<file path="src/shared/eas_defs.svh">
// constants for the serial memory slave addressing front end
`ifndef EAS_DEFS_SVH
`define EAS_DEFS_SVH

// control byte field positions
`define EAS_CODE_MSB 7
`define EAS_CODE_LSB 4
`define EAS_BLK_BIT 3
`define EAS_CS_HI_BIT 2
`define EAS_CS_LO_BIT 1
`define EAS_RW_BIT 0

// fixed device-type code
`define EAS_CTRL_CODE 4'ha

// bit counter landmarks: ack slot and end of ack clock
`define EAS_CNT_ACK 4'h8
`define EAS_CNT_DONE 4'h9

// reset values
`define EAS_RST_BYTE 8'h00
`define EAS_RST_WORD 16'h0000

// transmit hold after a falling clock edge
`define EAS_CLK_PERIOD_NS 10
`define EAS_TX_HOLD_NS 300
`define EAS_TX_HOLD_CYC ((`EAS_TX_HOLD_NS + `EAS_CLK_PERIOD_NS - 1) / `EAS_CLK_PERIOD_NS)

`endif

</file>
<file path="src/shared/eas_pkg.sv">
// types for the serial memory slave addressing front end
package eas_pkg;

	// one-hot protocol states
	typedef enum logic [6:0] {
		EAS_ST_IDLE    = 7'h01,
		EAS_ST_CTRL    = 7'h02,
		EAS_ST_ADDR_HI = 7'h04,
		EAS_ST_ADDR_LO = 7'h08,
		EAS_ST_WDATA   = 7'h10,
		EAS_ST_RDATA   = 7'h20,
		EAS_ST_IGNORE  = 7'h40
	} eas_state_t;

	// strap and protect pins
	typedef struct packed {
		logic fixed_select_strap;
		logic chip_select_strap_high;
		logic chip_select_strap_low;
		logic write_inhibit;
	} eas_pins_t;

	// decoded access address
	typedef struct packed {
		logic        top_array_address_bit;
		logic [1:0]  chip_select;
		logic [15:0] word;
	} eas_addr_t;

	// whole state of the slave
	typedef struct packed {
		logic       scl_m;
		logic       scl_s;
		logic       scl_p;
		logic       sda_m;
		logic       sda_s;
		logic       sda_p;
		eas_pins_t  pins_m;
		eas_pins_t  pins_s;
		eas_state_t st;
		logic [3:0] cnt;
		logic [7:0] shift;
		logic [7:0] tx;
		logic       want;
		logic       oe;
		logic       sda_o;
		logic [5:0] hold;
		logic [7:0] ctrl;
		logic [7:0] last_ctrl;
		logic       wr_seen;
		eas_addr_t  addr;
		logic       addr_vld;
		logic       head_v;
		logic [7:0] head_d;
		logic       spare_v;
		logic [7:0] spare_d;
		logic       rd_next;
		logic       wr_start;
		logic       sel;
		logic       rd_mode;
	} eas_regs_t;

endpackage

</file>
<file path="src/design/eas_slave.sv">
// two-wire serial memory slave: conditions, bit shifting, ack and control byte decode
// ****************************************************************
// ****************************************************************
`timescale 1ns/1ps
`include "eas_defs.svh"

module eas_slave (
	// clock and reset
	input  wire logic               i_core_clk,
	input  wire logic               i_reset_n,
	// two-wire bus pins
	input  wire logic               i_scl,
	input  wire logic               i_sda,
	output logic                    o_sda_o,
	output logic                    o_sda_oe,
	// straps and write protect
	input  wire eas_pkg::eas_pins_t i_pins,
	// write engine side
	input  wire logic               i_prog_busy,
	output logic                    o_write_start,
	output eas_pkg::eas_addr_t      o_addr,
	output logic                    o_addr_valid,
	// received data stream
	output logic [7:0]              o_wr_data,
	output logic                    o_wr_valid,
	input  wire logic               i_wr_ready,
	// read data source
	input  wire logic [7:0]         i_rd_data,
	output logic                    o_rd_next,
	// status
	output logic                    o_selected,
	output logic                    o_read_mode
);
	import eas_pkg::*;

	eas_regs_t s;
	eas_regs_t d;

	// ****************************************************************
	// bus events
	// ****************************************************************
	logic scl_rise;
	logic scl_fall;
	logic start_cond;
	logic stop_cond;
	logic id_match;
	logic busy_hit;
	logic active;
	logic pop;

	// edges only ever look at the second and third flops
	assign scl_rise   = s.scl_s & ~s.scl_p;
	assign scl_fall   = ~s.scl_s & s.scl_p;
	assign start_cond = s.scl_s & s.scl_p & s.sda_p & ~s.sda_s;
	assign stop_cond  = s.scl_s & s.scl_p & ~s.sda_p & s.sda_s;

	// control byte decode against code and straps
	assign id_match = (s.shift[`EAS_CODE_MSB:`EAS_CODE_LSB] == `EAS_CTRL_CODE)
		& s.pins_s.fixed_select_strap
		& (s.shift[`EAS_CS_HI_BIT] == s.pins_s.chip_select_strap_high)
		& (s.shift[`EAS_CS_LO_BIT] == s.pins_s.chip_select_strap_low);
	// polling with the control byte of the running write gets no ack
	assign busy_hit = i_prog_busy & (s.shift == s.last_ctrl);

	assign active = (s.st == EAS_ST_CTRL) | (s.st == EAS_ST_ADDR_HI) | (s.st == EAS_ST_ADDR_LO)
		| (s.st == EAS_ST_WDATA) | (s.st == EAS_ST_RDATA);
	assign pop = s.head_v & i_wr_ready;

	// ****************************************************************
	// next state
	// ****************************************************************
	always_comb begin
		d = s;
		d.addr_vld = 1'b0;
		d.rd_next  = 1'b0;
		d.wr_start = 1'b0;
		d.sda_o    = 1'b0;
		// two flops on every pin before use
		d.scl_m  = i_scl;
		d.scl_s  = s.scl_m;
		d.scl_p  = s.scl_s;
		d.sda_m  = i_sda;
		d.sda_s  = s.sda_m;
		d.sda_p  = s.sda_s;
		d.pins_m = i_pins;
		d.pins_s = s.pins_m;

		// output buffer drain side
		if (pop) begin
			d.head_v  = s.spare_v;
			d.head_d  = s.spare_d;
			d.spare_v = 1'b0;
		end

		if (start_cond) begin
			// repeated start drops a pending write without starting it
			d.st      = EAS_ST_CTRL;
			d.cnt     = 4'h0;
			d.want    = 1'b0;
			d.wr_seen = 1'b0;
			d.sel     = 1'b0;
		end else if (stop_cond) begin
			if (s.wr_seen && !s.pins_s.write_inhibit) begin
				d.wr_start  = 1'b1;
				d.last_ctrl = s.ctrl;
			end
			d.st      = EAS_ST_IDLE;
			d.want    = 1'b0;
			d.wr_seen = 1'b0;
			d.sel     = 1'b0;
		end else if (active && scl_rise) begin
			if (s.cnt < `EAS_CNT_ACK) begin
				d.shift = {s.shift[6:0], s.sda_s};
				d.cnt   = s.cnt + 4'h1;
			end else begin
				d.cnt = `EAS_CNT_DONE;
				// master ack slot of a read byte; own ack is not sampled
				if (s.st == EAS_ST_RDATA && !s.want) begin
					if (s.sda_s) begin
						d.st = EAS_ST_IGNORE;
					end else begin
						d.rd_next = 1'b1;
					end
				end
			end
		end else if (active && scl_fall) begin
			if (s.cnt == `EAS_CNT_ACK) begin
				d.want = 1'b1;
				case (s.st)
					EAS_ST_CTRL: begin
						if (id_match && !busy_hit) begin
							d.sel     = 1'b1;
							d.ctrl    = s.shift;
							d.rd_mode = s.shift[`EAS_RW_BIT];
							d.addr.top_array_address_bit = s.shift[`EAS_BLK_BIT];
							d.addr.chip_select = s.shift[`EAS_CS_HI_BIT:`EAS_CS_LO_BIT];
							// direction bit picks the next phase
							d.st = s.shift[`EAS_RW_BIT] ? EAS_ST_RDATA : EAS_ST_ADDR_HI;
						end else begin
							d.want = 1'b0;
							d.st   = EAS_ST_IGNORE;
						end
					end
					EAS_ST_ADDR_HI: begin
						d.addr.word[15:8] = s.shift;
						d.st = EAS_ST_ADDR_LO;
					end
					EAS_ST_ADDR_LO: begin
						d.addr.word[7:0] = s.shift;
						d.addr_vld = 1'b1;
						d.st = EAS_ST_WDATA;
					end
					EAS_ST_WDATA: begin
						// a full buffer refuses the byte rather than lose it
						if (!s.spare_v) begin
							d.wr_seen = 1'b1;
							if (!s.pins_s.write_inhibit) begin
								if (!d.head_v) begin
									d.head_v = 1'b1;
									d.head_d = s.shift;
								end else begin
									d.spare_v = 1'b1;
									d.spare_d = s.shift;
								end
							end
						end else begin
							d.want = 1'b0;
							d.st   = EAS_ST_IGNORE;
						end
					end
					EAS_ST_RDATA: begin
						d.want = 1'b0;
					end
					default: begin
						d.want = 1'b0;
					end
				endcase
			end else if (s.cnt == `EAS_CNT_DONE) begin
				d.cnt  = 4'h0;
				d.want = 1'b0;
				if (s.st == EAS_ST_RDATA) begin
					d.tx   = i_rd_data;
					d.want = ~i_rd_data[7];
				end
			end else if (s.st == EAS_ST_RDATA && s.cnt != 4'h0) begin
				d.tx   = {s.tx[6:0], 1'b0};
				d.want = ~s.tx[6];
			end
		end

		// output hold: change only with clock low and after the hold time
		if (scl_fall) begin
			d.hold = 6'(`EAS_TX_HOLD_CYC);
		end else if (s.hold != 6'h00) begin
			d.hold = s.hold - 6'h01;
		end
		// the fall edge only arms the hold, so the line never moves on the edge itself
		if (!s.scl_s && !scl_fall && s.hold == 6'h00) begin
			d.oe = s.want;
		end
	end

	// ****************************************************************
	// state register
	// ****************************************************************
	always_ff @(posedge i_core_clk or negedge i_reset_n) begin
		if (!i_reset_n) begin
			s <= '{
				scl_m: 1'b1, scl_s: 1'b1, scl_p: 1'b1,
				sda_m: 1'b1, sda_s: 1'b1, sda_p: 1'b1,
				pins_m: '0, pins_s: '0,
				st: EAS_ST_IDLE, cnt: 4'h0,
				shift: `EAS_RST_BYTE, tx: `EAS_RST_BYTE,
				want: 1'b0, oe: 1'b0, sda_o: 1'b0, hold: 6'h00,
				ctrl: `EAS_RST_BYTE, last_ctrl: `EAS_RST_BYTE, wr_seen: 1'b0,
				addr: '0, addr_vld: 1'b0,
				head_v: 1'b0, head_d: `EAS_RST_BYTE,
				spare_v: 1'b0, spare_d: `EAS_RST_BYTE,
				rd_next: 1'b0, wr_start: 1'b0, sel: 1'b0, rd_mode: 1'b0
			};
		end else begin
			s <= d;
		end
	end

	// outputs straight from the state register
	assign o_sda_o       = s.sda_o;
	assign o_sda_oe      = s.oe;
	assign o_write_start = s.wr_start;
	assign o_addr        = s.addr;
	assign o_addr_valid  = s.addr_vld;
	assign o_wr_data     = s.head_d;
	assign o_wr_valid    = s.head_v;
	assign o_rd_next     = s.rd_next;
	assign o_selected    = s.sel;
	assign o_read_mode   = s.rd_mode;
endmodule // eas_slave

</file>
<file path="config.mk">
export PLATFORM = sky130hd
export DESIGN_NAME = eas_slave
export DESIGN_NICKNAME = d
export VERILOG_FILES = /design/src/shared/eas_pkg.sv /design/src/design/eas_slave.sv
export VERILOG_INCLUDE_DIRS = /design/src /design/src/shared
export SDC_FILE = /design/constraint.sdc
export NUM_CORES = 1
export LEC_CHECK = 0
export BUFFER_PORTS_ARGS = -buffer_cell sky130_fd_sc_hd__clkbuf_2
export CAP_MARGIN = 20
export CELL_PAD_IN_SITES_DETAIL_PLACEMENT = 1
export CELL_PAD_IN_SITES_GLOBAL_PLACEMENT = 1
export CORE_MARGIN = 4
export CORE_UTILIZATION = 40
export CTS_BUF_LIST = sky130_fd_sc_hd__clkbuf_4 sky130_fd_sc_hd__clkbuf_8
export DETAILED_ROUTE_END_ITERATION = 16
export HOLD_SLACK_MARGIN = 0.12
export MAX_ROUTING_LAYER = met4
export PLACE_DENSITY = 0.66
export SYNTH_ARGS = -nofsm -noshare
export SYNTH_HDL_FRONTEND = slang
export SYNTH_SLANG_ARGS = --single-unit
</file>
<file path="constraint.sdc">
create_clock -name i_core_clk -period 2.85 [get_ports i_core_clk]
set_input_delay 0.1425 -clock i_core_clk [delete_from_list [all_inputs] [get_ports i_core_clk]]
set_output_delay 0.1425 -clock i_core_clk [all_outputs]
set_load 0.02 [all_outputs]
</file>
==> flow_results.org <==
** Yosys
- Summing the sequential cell areas from Yosys gives ~54% of the chip area.
- Register bit total from synthesis :: between 100 and 150
- After technology mapping, the gate count stands at 410.
- When the netlist entered floorplanning its net count stood at around 430.
- After Yosys synthesis, XOR and XNOR cells account for 2.75% of the synthesized area.
- Count of yosys warnings during synthesis :: 0
- Dominant combinational cell family by area after synthesis :: multiplexers
- Post-Synth Adder-Cell Area :: 1.31%
- Distinct cell type count after synthesis :: 54
- In the synthesized netlist the async set-or-reset flop fraction comes to 100%.
- Synth Area in Simple Gates :: ~13%
- Multiplexer area fraction after synthesis :: 13.2%
- Counting flops with a built-in enable in the synthesized netlist gives 0.
- Average footprint of a synthesized cell :: 11.7 µm²
- Summing the areas of all compound-gate instances in the mapped netlist gives 8.95% of the synthesized area.
- After synthesis the cells add up to between 4000 and 5000 µm².
- Among all flip-flop cells after synthesis, the most frequent one is sky130_fd_sc_hd__dfrtp_1.

** Clocking
- Root Buffer :: sky130_fd_sc_hd__clkbuf_8
- At the later pin of the worst-skew pair, clock insertion delay measures 0.37 ns.
- TritonCTS built the clock tree.
- No sink is reached through more buffers than the 2 on the longest clock path.
- Number of buffers created by CTS :: 9
- Counting every sink on the clock net gives 103.
- The H-tree was split into 3 levels.
- CTS-repair resized insts :: 0
- Reg clk slew, reported paths :: around 0.1 ns
- The number of setup buffers added after CTS is 0.

** Routing
- Detailed Routing Iterations Pass 1 :: 4
- Violation count after the first detailed-routing iteration :: 123
- Detail-routed net length per standard cell :: 17.1 µm
- After detailed routing, the number of vias per cell comes to 5.23.
- DRT antenna net count :: 0
- Vias after detailed routing :: between 3,000 and 4,000
- The final layout contains routed wiring with a total length of 10,200 µm.
- Remaining DRCs :: 0

** STA
- The count of pins over their slew limit came to 0.
- Setup violations, final :: 0
- Subtracting the final worst setup slack from the clock period gives 2.51 ns.
- Headroom to the max-slew limit came out at 48.3%.
- Worst Clk Skew :: 0.0129 ns
- For the pin with the worst max-slew slack, the measured transition is 0.776 ns.
- WHS :: 0.176 ns
- Crit share post-route :: about 88%
- RSZ-0062 raised after global routing :: no
- The hold violation total from the final report is 0.
- Summed over all failing endpoints, the final setup total negative slack is 0 ns.
- Max Clk Rate :: 398 MHz

** Global route
- Number of global-route vias before repair :: 3,353
- Total global routing overflow :: 0
- For met2 alone, demand over resource in global routing was between 20% and 30%.
- The first global-routing pass estimated about 18,000 µm of wire.
- The global routing stage identified its most utilized layer as met2.
- Met1 usage :: a little over a fifth
- Total global-route track usage :: 16.2%
- Number of antenna violations at the first check in global routing :: 0
- For this run, global-route usage on met3 was measured as 3.56%.
- Entering global routing, the biggest net connects 60 pins.

** Cells and area
- The finished cells cover 5280 µm².
- Antenna diode count :: 0
- Leaving out fill and tap cells, the most frequent cell in the layout is sky130_fd_sc_hd__dfrtp_1.
- Commonest non-fill, non-tap cells in the layout :: 96 x sky130_fd_sc_hd__dfrtp_1, 50 x sky130_fd_sc_hd__clkbuf_2, 48 x sky130_fd_sc_hd__mux2_2
- The post-route netlist has a little under a third of its cells at a drive strength greater than 1.
- Area overhead of the layout relative to synthesis :: 10.3%
- Nets :: 470

** Hold path
- Along the worst hold path, the cell count comes to 4.
- Worst hold path startpoint :: i_rd_data[1]
- Min-delay worst type :: in2reg

** Worst setup path
- For this design, the slowest cell found on the critical path is sky130_fd_sc_hd__a211oi_4.
- Data arrives at the worst endpoint at 2.78 ns.
- Walking the worst path, the cells encountered are or2_1 > nor3_1 > a31o_2 > a21oi_1 > a211oi_4 > mux2_2.
- Cells on worst reg2reg path :: 6
- CP peak stage delay :: 0.45 ns
- Along the worst path, the maximum fanout reaches 7.
- Number of stages on the worst setup path :: 6
- The worst setup path is launched from a flop.
- Worst r2r src :: s[94]
- On the critical path the largest part of the delay comes from compound AO/OA/AOI/OAI gates.
- CP Buf/Inv Count :: 0
- Data on the critical path is required at its endpoint by 3.11 ns.
- Kind of end point of the critical path :: flop
- The worst setup path is of the reg2reg kind.
- The setup check on the worst reg-to-reg path leaves a slack of 0.34 ns.
- In this run the worst setup path begins at s[94].

** Pwr
- Internal :: 0.00212 W
- Sequential cells burn 56.0% of the power.
- Of the total power, the share spent switching nets is 30.5%.
- The clock network burns 27.9% of the power.
- Fraction of power consumed by combinational cells :: 16.1%
- Sw Pwr :: 0.000931 W
- VDD sags by at most between 0.0002 and 0.0003 V.
- In this run the power density over the cells is roughly 580 nW/µm².
- For this design the static power due to leakage is between 2 and 3 nW.

** Floorplan
- The die is 117 µm wide.
- After floorplanning, the core was sized to cover 11,600 µm².
- The die covers 13,800 µm².
- In this run the core area contains 39 standard-cell rows.
- For this configuration, the core starts out at a cell density of about two fifths.
- For this design the top-level I/O count stands at 53.
- Height of the chip :: 117 µm

** Placement
- Detailed placement finished with a half-perimeter wire length of 7300 µm.
- Area post-placement :: approximately 5000 µm²
- The congestion estimate from routability-driven global placement came to ~0.9.
- Input and output buffers added on the ports amount to ~50.

** Outcome
- The run finished with clean final reports.

** Run
- Max-cap violations in this run came to 0.
## area by class of cell
cell class | count | area, µm²
sequential | 103 | 2590
timing repair buffer | 69 | 425
tap | 143 | 179
clock inverter | 4 | 32.5
clock buffer | 12 | 146
fill | 1240 | 6290
multi-input combinational | 254 | 1870
inverter | 10 | 37.5
## Yosys cell counts (2+ instances only)
cell	count	area share, %
sky130_fd_sc_hd__a211oi_4	2	0.84
sky130_fd_sc_hd__a21oi_1	21	2.2
sky130_fd_sc_hd__a31oi_1	2	0.26
sky130_fd_sc_hd__and2_1	2	0.26
sky130_fd_sc_hd__and3_1	9	1.2
sky130_fd_sc_hd__buf_2	4	0.42
sky130_fd_sc_hd__buf_4	29	4.6
sky130_fd_sc_hd__buf_6	2	0.47
sky130_fd_sc_hd__clkbuf_1	8	0.63
sky130_fd_sc_hd__dfrtp_1	96	50
sky130_fd_sc_hd__dfstp_2	7	3.8
sky130_fd_sc_hd__ha_1	5	1.3
sky130_fd_sc_hd__inv_1	10	0.78
sky130_fd_sc_hd__mux2_2	48	11
sky130_fd_sc_hd__mux2i_1	9	1.9
sky130_fd_sc_hd__nand2_1	25	2.0
sky130_fd_sc_hd__nand2b_1	10	1.3
sky130_fd_sc_hd__nand3_1	10	1.0
sky130_fd_sc_hd__nand3b_1	4	0.63
sky130_fd_sc_hd__nand4_1	2	0.26
sky130_fd_sc_hd__nand4b_1	2	0.37
sky130_fd_sc_hd__nor2_1	23	1.8
sky130_fd_sc_hd__nor2b_1	6	0.78
sky130_fd_sc_hd__nor3_1	9	0.94
sky130_fd_sc_hd__nor3b_1	3	0.47
sky130_fd_sc_hd__nor4_1	2	0.26
sky130_fd_sc_hd__o21ai_0	18	1.9
sky130_fd_sc_hd__o31ai_1	3	0.47
sky130_fd_sc_hd__xnor2_1	6	1.1
sky130_fd_sc_hd__xor2_1	9	1.6
## layer usage
layer | part of all wire (%) | routed length [µm]
met5 | 0 | 0
met4 | 0.91 | 93
met3 | 3.3 | 332
met2 | 49 | 4970
met1 | 47 | 4800
## power by group through the flow
stage | combinational (W) | clock (W) | sequential (W)
global placement | 0.000467 | 0 | 0.00173
CTS | 0.000494 | 0.000886 | 0.00171
detailed placement | 0.000483 | 0 | 0.00174
floorplan | 0.000393 | 0 | 0.00165
finish | 0.000490 | 0.000850 | 0.00171
global route | 0.000551 | 0.000950 | 0.00173
## tightest hold or removal path, stage by stage
cell	delay (ns)
sky130_fd_sc_hd__clkbuf_2	0.07
sky130_fd_sc_hd__and3_1	0.13
sky130_fd_sc_hd__a21oi_1	0.04
sky130_fd_sc_hd__o21ai_0	0.13
## final timing paths
check / end
worst max-delay path: s[93]
worst min-delay path: s[69]
worst max register to register: s[93]
worst min register to register: s[96]
max in group asynchronous: d[103]
min in group asynchronous: s[71]
## registers in the layout, indices dropped and copies added (netlist names)
name,count
d,8
o_selected,1
o_wr_valid,1
o_write_start,1
o_addr_valid,1
o_rd_next,1
o_wr_data,8
s,65
o_addr,16
o_sda_oe,1
## metrics by stage
stage	setup WS, ns	std cells	util, %	power (W)
after CTS	0.366	595	45.6	0.00309
after global routing	0.205	595	45.6	0.00323
final	0.335	595	45.6	0.00305
after detailed placement	0.395	571	43.4	0.00222
after floorplan	0.619	410	-	0.00205
after global placement	0.470	571	43.4	0.00220
## timing repair
| action | 4_1_cts | 5_1_grt |
|---|---|---|
| endpoints found under the setup margin | 0 | 0 |
| hold buffers | 8 | 0 |
| hold endpoints to repair | 60 | 0 |
## logic make-up (layout without fill, tap and decap cells)
logic type	count (synthesis)	count (layout)
flops	103	103
simple gates	116	116
other cells	1	1
buf+inv	53	95
mux	57	57
xor+xnor	15	15
compound gates	60	60
fa+ha+maj	5	5
(Power assumes the default switching activity.)
